===== src/msr_defines.svh =====
`ifndef MSR_DEFINES_SVH
`define MSR_DEFINES_SVH

// register byte offsets
`define MSR_OFS_CTRL     8'h00
`define MSR_OFS_TXMSG    8'h04
`define MSR_OFS_STATUS   8'h08

// control register fields
`define MSR_C_ECAP10G    0
`define MSR_C_ECAP1G     1
`define MSR_C_ECAP100    2
`define MSR_C_TRAIN_RST  3
`define MSR_C_FAST_RT    4
`define MSR_C_SHORT      5
`define MSR_C_LOOP       6
`define MSR_C_AB10G      7
`define MSR_C_AB1G_HD    8
`define MSR_C_AB1G_FD    9
`define MSR_C_MULTI      10
`define MSR_C_MAN_EN     11
`define MSR_C_MAN_VAL    12
`define MSR_CTRL_W       13
`define MSR_CTRL_RST     13'h0000

// status register fields
`define MSR_S_FAULT      0
`define MSR_S_MASTER     1
`define MSR_S_RESOLVED   2
`define MSR_S_CNT_LO     4
`define MSR_S_SEED_LO    8

// message code bit positions
`define MSR_U_ECAP10G    24
`define MSR_U_ECAP1G     23
`define MSR_U_ECAP100    22
`define MSR_U_TRAIN_RST  20
`define MSR_U_FAST_RT    19
`define MSR_U_SHORT      18
`define MSR_U_LOOP       17
`define MSR_U_AB10G      16
`define MSR_U_AB1G_HD    15
`define MSR_U_AB1G_FD    14
`define MSR_U_MULTI      13
`define MSR_U_MAN_VAL    12
`define MSR_U_MAN_EN     11

// seed handling
`define MSR_SEED_W       11
`define MSR_SEED_ALL1    11'h7ff
`define MSR_SEED_RST     11'h000
`define MSR_SEED_LIMIT   4'h7
`define MSR_LFSR_RST     16'hace1

// best common technology codes
`define MSR_TECH_NONE    2'h0
`define MSR_TECH_10G     2'h1
`define MSR_TECH_1G      2'h2

`endif


===== src/msr_pkg.sv =====
package msr_pkg;

	// control flow states, one-hot
	typedef enum logic [3:0] {
		MSR_ST_BASE  = 4'h1, // waiting for base page exchange
		MSR_ST_XNP   = 4'h2, // waiting for partner technology page
		MSR_ST_CHECK = 4'h4, // page held, waiting for link good check
		MSR_ST_DONE  = 4'h8  // role resolved
	} msr_st_t;

	// classified device type of one page
	typedef enum logic [1:0] {
		MSR_SINGLE  = 2'h0,
		MSR_MULTI   = 2'h1,
		MSR_FMASTER = 2'h2,
		MSR_FSLAVE  = 2'h3
	} msr_type_t;

	// whole module state apart from the seeded flag
	typedef struct packed {
		msr_st_t     st;
		logic [12:0] ctrl;
		logic [31:0] peer;
		logic [10:0] seed;
		logic [3:0]  seed_cnt;
		logic [15:0] lfsr;
		logic [31:0] tx_msg;
		logic        fault;
		logic        master;
		logic        resolved;
		logic        link_fail;
		logic        pready;
		logic        pslverr;
		logic [31:0] prdata;
	} msr_state_t;

endpackage : msr_pkg


===== src/msr_top.sv =====
// The APB register port and the register addresses were left to the implementer.
`timescale 1ns/100ps
`include "msr_defines.svh"

// How it works
// technology page taken only after base page
// message bits 31 to 25 sent zero
// energy efficient bits mirror control settings
// bit 20 carries training reset request
// bits 19, 18 fast retrain, short reach
// bit 17 only when loop timing advertised
// bits 16 to 14 ability bits
// classify page type from bits 11-13
// manual value ignored unless manual enabled
// resolve at good check, 10G/1G only
// single loop timer becomes slave
// multiport beats single, forced beats automatic
// larger seed wins master
// both forced same role sets fault
// loop timing forcing conflict sets fault
// equal seeds: fail link, new seed
// seed counter counts generated seeds
// completion clears counter, success also clears fault
// fault after seventh seed unresolved
// fault completes and fails the link
// success sets role and clears fault
// seed uniform over 0..2046, decorrelated
// seeds compared as unsigned 11 bits
module msr_top #(
	parameter logic [15:0] LFSR_INIT = `MSR_LFSR_RST // free-running seed source start
) (
	input  wire logic        clk_sys,
	input  wire logic        resetn,
	// apb slave
	input  wire logic        psel,
	input  wire logic        penable,
	input  wire logic        pwrite,
	input  wire logic [7:0]  paddr,
	input  wire logic [31:0] pwdata,
	output logic             pready,
	output logic [31:0]      prdata,
	output logic             pslverr,
	// negotiation side
	input  wire logic        an_restart,
	input  wire logic        base_page_done,
	input  wire logic        peer_page_valid,
	input  wire logic [31:0] peer_msg,
	input  wire logic        good_check_entry,
	input  wire logic [1:0]  best_common_tech,
	output logic [31:0]      tx_msg,
	output logic             link_state_flag,
	output logic             role_valid,
	output logic             role_master,
	output logic             cfg_fault
);
	import msr_pkg::*;

	msr_state_t cur;      // registered state
	msr_state_t next_cur; // next state

	// page type from bits 11..13 R8
	function automatic msr_type_t classify(input logic en, input logic val, input logic multi);
		msr_type_t t;
		t = MSR_SINGLE;
		if (en) begin
			t = val ? MSR_FMASTER : MSR_FSLAVE;
		end else if (multi) begin
			t = MSR_MULTI;
		end
		return t;
	endfunction : classify

	// resolution decision wires
	msr_type_t  lt;        // local type
	msr_type_t  rt;        // remote type
	logic       lloop;     // local loop timing
	logic       rloop;     // remote loop timing
	logic [10:0] rseed;    // remote seed
	logic       res_fault; // configuration fault
	logic       res_tie;   // identical seeds
	logic       res_mst;   // local is master
	logic [10:0] new_seed; // candidate fresh seed
	logic       wr_hit;    // apb write commit
	logic       rd_setup;  // apb setup phase
	logic       tech_ok;   // twisted-pair common technology
	logic       seeded;    // startup seed taken

	// resolution table, pure combinational
	always_comb begin
		lt = classify(cur.ctrl[`MSR_C_MAN_EN], cur.ctrl[`MSR_C_MAN_VAL], cur.ctrl[`MSR_C_MULTI]);
		rt = classify(cur.peer[`MSR_U_MAN_EN], cur.peer[`MSR_U_MAN_VAL], cur.peer[`MSR_U_MULTI]);
		lloop = cur.ctrl[`MSR_C_LOOP];
		rloop = cur.peer[`MSR_U_LOOP];
		rseed = cur.peer[10:0];
		res_fault = 1'b0;
		res_tie = 1'b0;
		res_mst = 1'b0;
		if (lloop != rloop) begin
			// loop timing side is slave, the other master R11
			res_mst = !lloop;
			// forcing against that outcome is a fault R15
			if (lloop) begin
				res_fault = (lt == MSR_FMASTER) || (rt == MSR_FSLAVE);
			end else begin
				res_fault = (rt == MSR_FMASTER) || (lt == MSR_FSLAVE);
			end
		end else if (lt == rt && (lt == MSR_FMASTER || lt == MSR_FSLAVE)) begin
			res_fault = 1'b1;
		end else if (lt == MSR_FMASTER || rt == MSR_FSLAVE) begin
			res_mst = 1'b1;
		end else if (lt == MSR_FSLAVE || rt == MSR_FMASTER) begin
			res_mst = 1'b0;
		end else if (lt != rt) begin
			res_mst = (lt == MSR_MULTI);
		end else if (cur.seed == rseed) begin
			res_tie = 1'b1;
		end else begin
			res_mst = cur.seed > rseed;
		end
	end

	// fresh seed from lfsr, all ones folded away to stay in 0..2046
	always_comb begin
		new_seed = cur.lfsr[10:0] ^ cur.lfsr[15:5];
		if (new_seed == `MSR_SEED_ALL1) begin
			new_seed = cur.lfsr[10:0] & 11'h3ff;
		end
	end

	assign rd_setup = psel && !penable;
	assign wr_hit = psel && penable && cur.pready && pwrite;

	// only 10G or 1000 twisted pair lets the role table run R10
	assign tech_ok = (best_common_tech == `MSR_TECH_10G) || (best_common_tech == `MSR_TECH_1G);

	// next state of everything
	always_comb begin
		next_cur = cur;
		next_cur.link_fail = 1'b0; // fail request is a one-cycle pulse
		// free-running lfsr; partner seed mixed in so twin devices diverge
		next_cur.lfsr = {cur.lfsr[14:0], cur.lfsr[15] ^ cur.lfsr[13] ^ cur.lfsr[12] ^ cur.lfsr[10]};
		if (peer_page_valid) begin
			next_cur.lfsr[10:0] = next_cur.lfsr[10:0] ^ peer_msg[10:0];
		end
		// the partner mix can land on all zeros, where the lfsr would stick
		if (next_cur.lfsr == 16'h0000) begin
			next_cur.lfsr = LFSR_INIT;
		end

		// apb: answer one cycle after setup
		next_cur.pready = rd_setup;
		next_cur.pslverr = 1'b0;
		next_cur.prdata = 32'h0000_0000;
		if (rd_setup) begin
			case (paddr)
				`MSR_OFS_CTRL: begin
					next_cur.prdata = {19'h00000, cur.ctrl};
				end
				`MSR_OFS_TXMSG: begin
					next_cur.prdata = cur.tx_msg;
				end
				`MSR_OFS_STATUS: begin
					next_cur.prdata = {13'h0000, cur.seed, cur.seed_cnt, 1'b0,
						cur.resolved, cur.master, cur.fault};
				end
				default: begin
					next_cur.pslverr = 1'b1; // unmapped address
				end
			endcase
		end
		if (wr_hit && paddr == `MSR_OFS_CTRL) begin
			next_cur.ctrl = pwdata[12:0];
		end

		// outgoing technology page
		next_cur.tx_msg = 32'h0000_0000;
		next_cur.tx_msg[`MSR_U_ECAP10G] = cur.ctrl[`MSR_C_ECAP10G];
		next_cur.tx_msg[`MSR_U_ECAP1G] = cur.ctrl[`MSR_C_ECAP1G];
		next_cur.tx_msg[`MSR_U_ECAP100] = cur.ctrl[`MSR_C_ECAP100];
		next_cur.tx_msg[`MSR_U_TRAIN_RST] = cur.ctrl[`MSR_C_TRAIN_RST];
		next_cur.tx_msg[`MSR_U_FAST_RT] = cur.ctrl[`MSR_C_FAST_RT];
		next_cur.tx_msg[`MSR_U_SHORT] = cur.ctrl[`MSR_C_SHORT];
		next_cur.tx_msg[`MSR_U_LOOP] = cur.ctrl[`MSR_C_LOOP];
		next_cur.tx_msg[`MSR_U_AB10G] = cur.ctrl[`MSR_C_AB10G];
		next_cur.tx_msg[`MSR_U_AB1G_HD] = cur.ctrl[`MSR_C_AB1G_HD];
		next_cur.tx_msg[`MSR_U_AB1G_FD] = cur.ctrl[`MSR_C_AB1G_FD];
		next_cur.tx_msg[`MSR_U_MULTI] = cur.ctrl[`MSR_C_MULTI];
		next_cur.tx_msg[`MSR_U_MAN_EN] = cur.ctrl[`MSR_C_MAN_EN];
		// value only meaningful with manual enable R9
		next_cur.tx_msg[`MSR_U_MAN_VAL] = cur.ctrl[`MSR_C_MAN_VAL] & cur.ctrl[`MSR_C_MAN_EN];
		next_cur.tx_msg[10:0] = cur.seed;

		// negotiation flow
		case (cur.st)
			MSR_ST_BASE: begin
				if (base_page_done) begin
					next_cur.st = MSR_ST_XNP;
				end
			end
			MSR_ST_XNP: begin
				// partner technology page follows the base page R1
				if (peer_page_valid) begin
					next_cur.peer = peer_msg;
					next_cur.st = MSR_ST_CHECK;
				end
			end
			MSR_ST_CHECK: begin
				if (good_check_entry) begin
					next_cur.st = MSR_ST_BASE;
					// only 10G or 1000 twisted pair resolves a role R10
					if (tech_ok) begin
						if (res_fault) begin
							// fault completes resolution but fails the link R20
							next_cur.fault = 1'b1;
							next_cur.seed_cnt = 4'h0;
							next_cur.link_fail = 1'b1;
						end else if (res_tie) begin
							next_cur.link_fail = 1'b1;
							if (cur.seed_cnt >= `MSR_SEED_LIMIT) begin
								// seven seeds spent without a result R19
								next_cur.fault = 1'b1;
								next_cur.seed_cnt = 4'h0;
							end else begin
								next_cur.seed = new_seed;
								next_cur.seed_cnt = cur.seed_cnt + 4'h1;
							end
						end else begin
							next_cur.fault = 1'b0;
							next_cur.seed_cnt = 4'h0;
							next_cur.master = res_mst;
							next_cur.resolved = 1'b1;
							next_cur.st = MSR_ST_DONE;
						end
					end
				end
			end
			MSR_ST_DONE: begin
				// role stays until a new negotiation starts
			end
			default: begin
				next_cur.st = MSR_ST_BASE;
			end
		endcase

		// restart from the negotiation engine drops any held role
		if (an_restart) begin
			next_cur.st = MSR_ST_BASE;
			next_cur.resolved = 1'b0;
		end

		// first seed drawn once after release, not counted as an attempt
		if (!seeded) begin
			next_cur.seed = new_seed;
		end
	end

	// one register for all state but the seeded flag
	always_ff @(posedge clk_sys or negedge resetn) begin
		if (!resetn) begin
			cur <= '{st: MSR_ST_BASE, ctrl: `MSR_CTRL_RST, peer: 32'h0000_0000,
				seed: `MSR_SEED_RST, seed_cnt: 4'h0, lfsr: LFSR_INIT,
				tx_msg: 32'h0000_0000, fault: 1'b0, master: 1'b0, resolved: 1'b0,
				link_fail: 1'b0, pready: 1'b0, pslverr: 1'b0, prdata: 32'h0000_0000};
			seeded <= 1'b0;
		end else begin
			cur <= next_cur;
			seeded <= 1'b1;
		end
	end

	// outputs straight from the state register
	assign pready = cur.pready;
	assign prdata = cur.prdata;
	assign pslverr = cur.pslverr;
	assign tx_msg = cur.tx_msg;
	assign link_state_flag = cur.link_fail;
	assign role_valid = cur.resolved;
	assign role_master = cur.master;
	assign cfg_fault = cur.fault;

	// checks, all on the system clock and quiet during reset
	// reserved message bits never leave the block set
	a_reserved_zero: assert property (@(posedge clk_sys) disable iff (!resetn)
		tx_msg[31:25] == 7'h00 && tx_msg[21] == 1'b0) else $error("reserved bits set");
	// energy bits follow control one cycle later, in page order
	a_ecap_mirror: assert property (@(posedge clk_sys) disable iff (!resetn)
		##1 tx_msg[24:22] == $past({cur.ctrl[`MSR_C_ECAP10G], cur.ctrl[`MSR_C_ECAP1G], cur.ctrl[`MSR_C_ECAP100]}))
		else $error("energy bits wrong");
	// training reset request follows control
	a_train_mirror: assert property (@(posedge clk_sys) disable iff (!resetn)
		##1 tx_msg[`MSR_U_TRAIN_RST] == $past(cur.ctrl[`MSR_C_TRAIN_RST]))
		else $error("training request wrong");
	// fast retrain and short reach follow control
	a_reach_mirror: assert property (@(posedge clk_sys) disable iff (!resetn)
		##1 tx_msg[`MSR_U_FAST_RT] == $past(cur.ctrl[`MSR_C_FAST_RT])
		&& tx_msg[`MSR_U_SHORT] == $past(cur.ctrl[`MSR_C_SHORT]))
		else $error("retrain or reach bit wrong");
	// loop timing bit only while advertised
	a_loop_adv: assert property (@(posedge clk_sys) disable iff (!resetn)
		##1 tx_msg[`MSR_U_LOOP] == $past(cur.ctrl[`MSR_C_LOOP]))
		else $error("loop timing bit wrong");
	// ability bits follow control, 10G first
	a_ability_bits: assert property (@(posedge clk_sys) disable iff (!resetn)
		##1 tx_msg[16:14] == $past({cur.ctrl[`MSR_C_AB10G], cur.ctrl[`MSR_C_AB1G_HD], cur.ctrl[`MSR_C_AB1G_FD]}))
		else $error("ability bits wrong");
	// value bit is masked unless manual enable is sent
	a_man_gate: assert property (@(posedge clk_sys) disable iff (!resetn)
		!tx_msg[`MSR_U_MAN_EN] |-> !tx_msg[`MSR_U_MAN_VAL]) else $error("manual value leaked");
	// the page carries the current seed in its low bits
	a_seed_sent: assert property (@(posedge clk_sys) disable iff (!resetn)
		##1 tx_msg[10:0] == $past(cur.seed)) else $error("seed not sent");
	// all ones is never used as a seed
	a_seed_range: assert property (@(posedge clk_sys) disable iff (!resetn)
		seeded |-> cur.seed != `MSR_SEED_ALL1) else $error("seed out of range");
	// the page state is entered only from the wait for the partner page
	a_page_order: assert property (@(posedge clk_sys) disable iff (!resetn)
		cur.st == MSR_ST_CHECK && $past(cur.st) != MSR_ST_CHECK
		|-> $past(cur.st) == MSR_ST_XNP && $past(peer_page_valid))
		else $error("page taken out of order");
	// a role appears only after a good check with twisted-pair technology
	a_resolve_gate: assert property (@(posedge clk_sys) disable iff (!resetn)
		$rose(role_valid) |-> $past(good_check_entry) && $past(cur.st == MSR_ST_CHECK) && $past(tech_ok))
		else $error("role resolved outside good check");
	// other technologies leave fault and link alone
	a_no_tech: assert property (@(posedge clk_sys) disable iff (!resetn)
		cur.st == MSR_ST_CHECK && good_check_entry && !tech_ok |=> !link_state_flag && $stable(cfg_fault))
		else $error("resolved without twisted pair");
	// success leaves no fault and no spent seeds
	a_success_clear: assert property (@(posedge clk_sys) disable iff (!resetn)
		$rose(role_valid) |-> !cfg_fault && cur.seed_cnt == 4'h0) else $error("success left fault");
	// the fault bit drops only together with a fresh role
	a_fault_holds: assert property (@(posedge clk_sys) disable iff (!resetn)
		$fell(cfg_fault) |-> $rose(role_valid)) else $error("fault cleared without success");
	// a fault fails the link and gives no role
	a_fault_fails: assert property (@(posedge clk_sys) disable iff (!resetn)
		$rose(cfg_fault) |-> link_state_flag && !role_valid) else $error("fault without link fail");
	// the fail request is one cycle long
	a_link_pulse: assert property (@(posedge clk_sys) disable iff (!resetn)
		link_state_flag |=> !link_state_flag) else $error("link fail held");
	// the role does not move while it is valid
	a_role_hold: assert property (@(posedge clk_sys) disable iff (!resetn)
		role_valid && $past(role_valid) |-> $stable(role_master)) else $error("role changed while valid");
	// the loop timing side ends as slave
	a_loop_slave: assert property (@(posedge clk_sys) disable iff (!resetn)
		$rose(role_valid) && $past(lloop) && !$past(rloop) |-> !role_master)
		else $error("loop timing side not slave");
	// loop timing side forced to master is a fault
	a_loop_fault: assert property (@(posedge clk_sys) disable iff (!resetn)
		cur.st == MSR_ST_CHECK && good_check_entry && tech_ok && lloop && !rloop && lt == MSR_FMASTER
		|=> cfg_fault && link_state_flag) else $error("loop timing master not a fault");
	// both forced to one role is a fault
	a_forced_clash: assert property (@(posedge clk_sys) disable iff (!resetn)
		cur.st == MSR_ST_CHECK && good_check_entry && tech_ok && lloop == rloop && lt == rt
		&& (lt == MSR_FMASTER || lt == MSR_FSLAVE) |=> cfg_fault && link_state_flag)
		else $error("forced clash not a fault");
	// multiport beats single port
	a_multi_wins: assert property (@(posedge clk_sys) disable iff (!resetn)
		cur.st == MSR_ST_CHECK && good_check_entry && tech_ok && !an_restart && lloop == rloop
		&& lt == MSR_MULTI && rt == MSR_SINGLE |=> role_valid && role_master)
		else $error("multiport lost master");
	// same type: the larger seed is master
	a_seed_wins: assert property (@(posedge clk_sys) disable iff (!resetn)
		cur.st == MSR_ST_CHECK && good_check_entry && tech_ok && !an_restart && lloop == rloop && lt == rt
		&& (lt == MSR_SINGLE || lt == MSR_MULTI) && cur.seed != rseed
		|=> role_valid && role_master == $past(cur.seed > rseed)) else $error("seed order not kept");
	// a tie fails the link and counts one more seed
	a_seed_count: assert property (@(posedge clk_sys) disable iff (!resetn)
		cur.st == MSR_ST_CHECK && good_check_entry && res_tie && !res_fault
		&& cur.seed_cnt < `MSR_SEED_LIMIT && tech_ok
		|=> cur.seed_cnt == $past(cur.seed_cnt) + 4'h1 && link_state_flag)
		else $error("seed counter not advanced");
	// a tie with seven seeds spent is a fault
	a_tie_cap: assert property (@(posedge clk_sys) disable iff (!resetn)
		cur.st == MSR_ST_CHECK && good_check_entry && tech_ok && res_tie && cur.seed_cnt == `MSR_SEED_LIMIT
		|=> cfg_fault && link_state_flag && cur.seed_cnt == 4'h0) else $error("seventh seed not a fault");
	// the counter never runs past its limit
	a_seed_cap: assert property (@(posedge clk_sys) disable iff (!resetn)
		cur.seed_cnt <= `MSR_SEED_LIMIT) else $error("seed counter past limit");
	// every apb access answers one cycle after setup, for one cycle
	a_apb_answer: assert property (@(posedge clk_sys) disable iff (!resetn) // apb handshake timing, not one of the rules
		psel && !penable |=> pready ##1 !pready) else $error("apb answer timing");
endmodule : msr_top


===== config.mk =====
export PLATFORM = sky130hd
export DESIGN_NAME = msr_top
export DESIGN_NICKNAME = d
export VERILOG_FILES = /design/src/msr_pkg.sv /design/src/msr_top.sv
export VERILOG_INCLUDE_DIRS = /design/src
export SDC_FILE = /design/constraint.sdc
export NUM_CORES = 1
export LEC_CHECK = 0
export ABC_AREA = 1
export BUFFER_PORTS_ARGS = -buffer_cell sky130_fd_sc_hd__buf_2
export CAP_MARGIN = 25
export CORE_UTILIZATION = 45
export DETAILED_ROUTE_END_ITERATION = 7
export MAX_ROUTING_LAYER = met4
export PLACE_DENSITY_LB_ADDON = 0.3
export SLEW_MARGIN = 20
export SYNTH_ARGS = -nofsm -noshare
export SYNTH_HDL_FRONTEND = slang
export SYNTH_SLANG_ARGS = --single-unit

===== constraint.sdc =====
create_clock -name clk_sys -period 2.8 [get_ports clk_sys]
set_clock_uncertainty 0.2 [all_clocks]
set_input_delay 0.14 -clock clk_sys [delete_from_list [all_inputs] [get_ports clk_sys]]
set_output_delay 0.14 -clock clk_sys [all_outputs]
set_load 0.01 [all_outputs]

==> results.md <==
* Initial antenna violation count at 0
* HP Class: in -> reg
* Die H at 116 µm
* Peak Freq at 0.391 GHz
* Worst-Skew Late Latency at around 0.41 ns
* CTS tree: yes
* CP startpoint kind: primary input
* Tmin final at roughly 2.6 ns
* Hold Crit Endpoint: prdata[3]
* Worst setup EP type: register
* Finish-stage setup viols at 0
* CORE AREA at 12700 µm²
* Hold_sp: paddr[2]
* Die ar. at 13500 µm²
* Deepest clock path buffer count at 2
* Yosys warns at 0
* Wire per inst at 13.6 µm
* GRT Total Usage at 0.205
* Grt ovf at 0
* GPL Wtd Cong at between 0.8 and 0.9
* Post-Place Worst Slack at 0.547 ns
* Primary flip-flop cell chosen by synthesis mapping: dfrtp_1
* Number of flops mapped to enable cells by yosys at 0
* Worst r2r src: cur[96]
* Seq cells post-synth at 118
* H-tree Lvls at 4
* Antenna fix cells at 0
* Dpl cells at 849
* CTS sink cnt at 118
* HPWL after DPL at 9190 µm
* Layout area overhead at 20.1%
* Worst hold margin at 0.0496 ns
* Most numerous cell in the Yosys netlist: nand2_1
* R2R Setup Slk at 0.54 ns
* Drc violations at 0
* Pwr dens at 868 nW/µm²
* Worst Max-Slew Pin Slew at ~0.62 ns
* FP Rows at between 40 and 50
* IO buf count at 100
* Starting Density at 0.463
* Layout cells sized above 1 at 0.264
* Maximum vdd drop at slightly below 600 µV
* R2R depth at 12
* I/O pin total at 153
* Num CTS Buffers at 17
* Vias per inst at approximately 4.7
* WL final at 12400 µm
* Final hold violations at 0
* Run status: finished, final reports clean
* Ys async rst share at 1.00
* Top cells by count, synth: 147 x nand2_1, 109 x dfrtp_1, 73 x inv_1
* M1 WL at 5610 µm
* Avg Cell Area, Syn at 9.31 µm²
* DR vias at 4286
* Mapped Cells at 631
* # fillers at 1102
* Routed met2 length at 6030 µm
* Register area share after synthesis at 0.505
* Layout Cells excl Fill at just over 900
* Antenna-violating nets left at 0
* Mapped cell area at 5870 µm²
* Largest net degree at the start of global routing at 52
* Area leader, netlist: dfrtp_1
* LEAKAGE at 3.75 nW
* Worst EP required at 2.92 ns
* Post-synthesis cell type count at 37
* FF-to-FF End: cur[99]
* Slew Limit Headroom at 0.585
* Setup TNS Final at 0 ns
* Final nets at 827
* DR top layer: met4
* Area share of the leading cell type in the synthesized netlist at 0.465
* Top area cells in the synthesized netlist: dfrtp_1 46%, nand2_1 9.4%, buf_4 8.4%
* Crit path kind: in -> reg
* CTS clk-pin slew, worst paths at 0.05 ns
* Hold path depth at 5
* Final Util at 0.556
* Fin crit share at 0.913
* Crit path DAT at about 2.7 ns
* First-pass GRT wire length at 19900 µm
* Vias in the first global route at 4172
* Max FO, Critical Path at 8
* RSZ-0062 raised after global routing: no
* Max Cap Viol at 0
* Final WS setup at 0.243 ns
* Met3 wire len at 575 µm
* CTS root buffer: clkbuf_16
* Iter 0 DRT Violations at 241
* First-pass detailed-route iteration total at 4
* Die width at around 120 µm
* Post-CTS setup buffer count at 0
* Final Max Slew Viols at 0
==> where the power goes <==
group,total (mW),internal [mW],switching (mW)
Clock,1.94,1.21,0.726
Combinational,1.67,0.707,0.961
Sequential,2.51,2.13,0.376
==> metrics by stage <==
stage               power [mW]  cell area (µm²)
floorplan                 3.74             5930
global placement          4.08             6150
detailed placement        4.16             6150
CTS                       6.16             7050
global route              6.56             7050
finish                    6.12             7050
==> placed cells by master (no fill, tap or decap), types with 2 or more instances in the layout <==
| master | count |
|---|---|
| o21a_1 | 2 |
| ha_1 | 12 |
| dfrtp_1 | 109 |
| o21ai_0 | 10 |
| inv_1 | 73 |
| nor3_2 | 3 |
| nor3_1 | 2 |
| nand2_1 | 147 |
| o21ai_1 | 3 |
| clkbuf_16 | 17 |
| mux2_2 | 19 |
| dfstp_2 | 9 |
| nand3b_1 | 3 |
| nand2_2 | 4 |
| inv_2 | 2 |
| buf_4 | 10 |
| xor2_1 | 21 |
| conb_1 | 17 |
| mux2_4 | 4 |
| xnor2_1 | 3 |
| clkinvlp_4 | 2 |
| a21oi_1 | 23 |
| dlygate4sd3_1 | 36 |
| o21ai_2 | 9 |
| nand3_1 | 16 |
| nand3_2 | 4 |
| nor2_2 | 3 |
| nand4_1 | 5 |
| nor2_1 | 43 |
| buf_2 | 99 |
| clkinv_2 | 5 |
| clkbuf_8 | 4 |
| clkbuf_1 | 3 |
| o211ai_1 | 15 |
==> layer usage <==
metal  GRT usage  vias to the layer above
met4      0.0803                        0
met1       0.253                     2027
li1            -                     2124
met2       0.327                      118
met5           -                        -
met3      0.0493                       17
==> worst max-delay path by stage <==
stage	from	endpoint	slack, ns	depth (start not counted)
after CTS	penable	prdata[17]	0.33	9
after global placement	cur[96]	cur[99]	0.60	12
after global routing	penable	prdata[17]	0.07	9
final	penable	prdata[17]	0.24	9
after floorplan	cur[96]	cur[96]	0.93	13
after detailed placement	cur[96]	cur[99]	0.55	12
==> kinds of logic after synthesis <==
family	count (synthesis)	synth area share
muxes	24	0.0484
and+or+nand+nor	234	0.170
DFF	118	0.505
buffers and inverters	153	0.145
AOI/OAI and AO/OA	64	0.0688
adders and majority gates	12	0.0256
xor gates and xnor gates	24	0.0358
other	2	0.00128
==> flip-flops by register name (all words and copies together), names as in the netlist <==
signal and cells:
role_master 1, pslverr 1, pready 1, role_valid 1, tx_msg 24, seeded 1, prdata 24, cur 63
link_state_flag 1, cfg_fault 1
==> final cells by class <==
class | count | area (µm²) | area share
tap | 172 | 215 | 0.0305
inverter | 75 | 282 | 0.0399
sequential | 118 | 2960 | 0.420
timing repair buffer | 145 | 931 | 0.132
multi-input combinational | 375 | 2120 | 0.300
clock buffer | 24 | 492 | 0.0697
clock inverter | 8 | 48.8 | 0.00692
==> timing repair <==
action | in CTS | in global routing
resized for setup | 0 | 0
hold buffers | 36 | 0
endpoints found under the hold margin | 101 | 0
==> critical path: stages <==
cell and delay, ns:
dlygate4sd3_1 0.53, buf_2 0.13, nor2_1 0.11, dlygate4sd3_1 0.57, buf_4 0.15, inv_1 0.06
nor2_1 0.47, inv_1 0.30, a21oi_1 0.23
No activity file was read; power rests on OpenSTA's default activity.
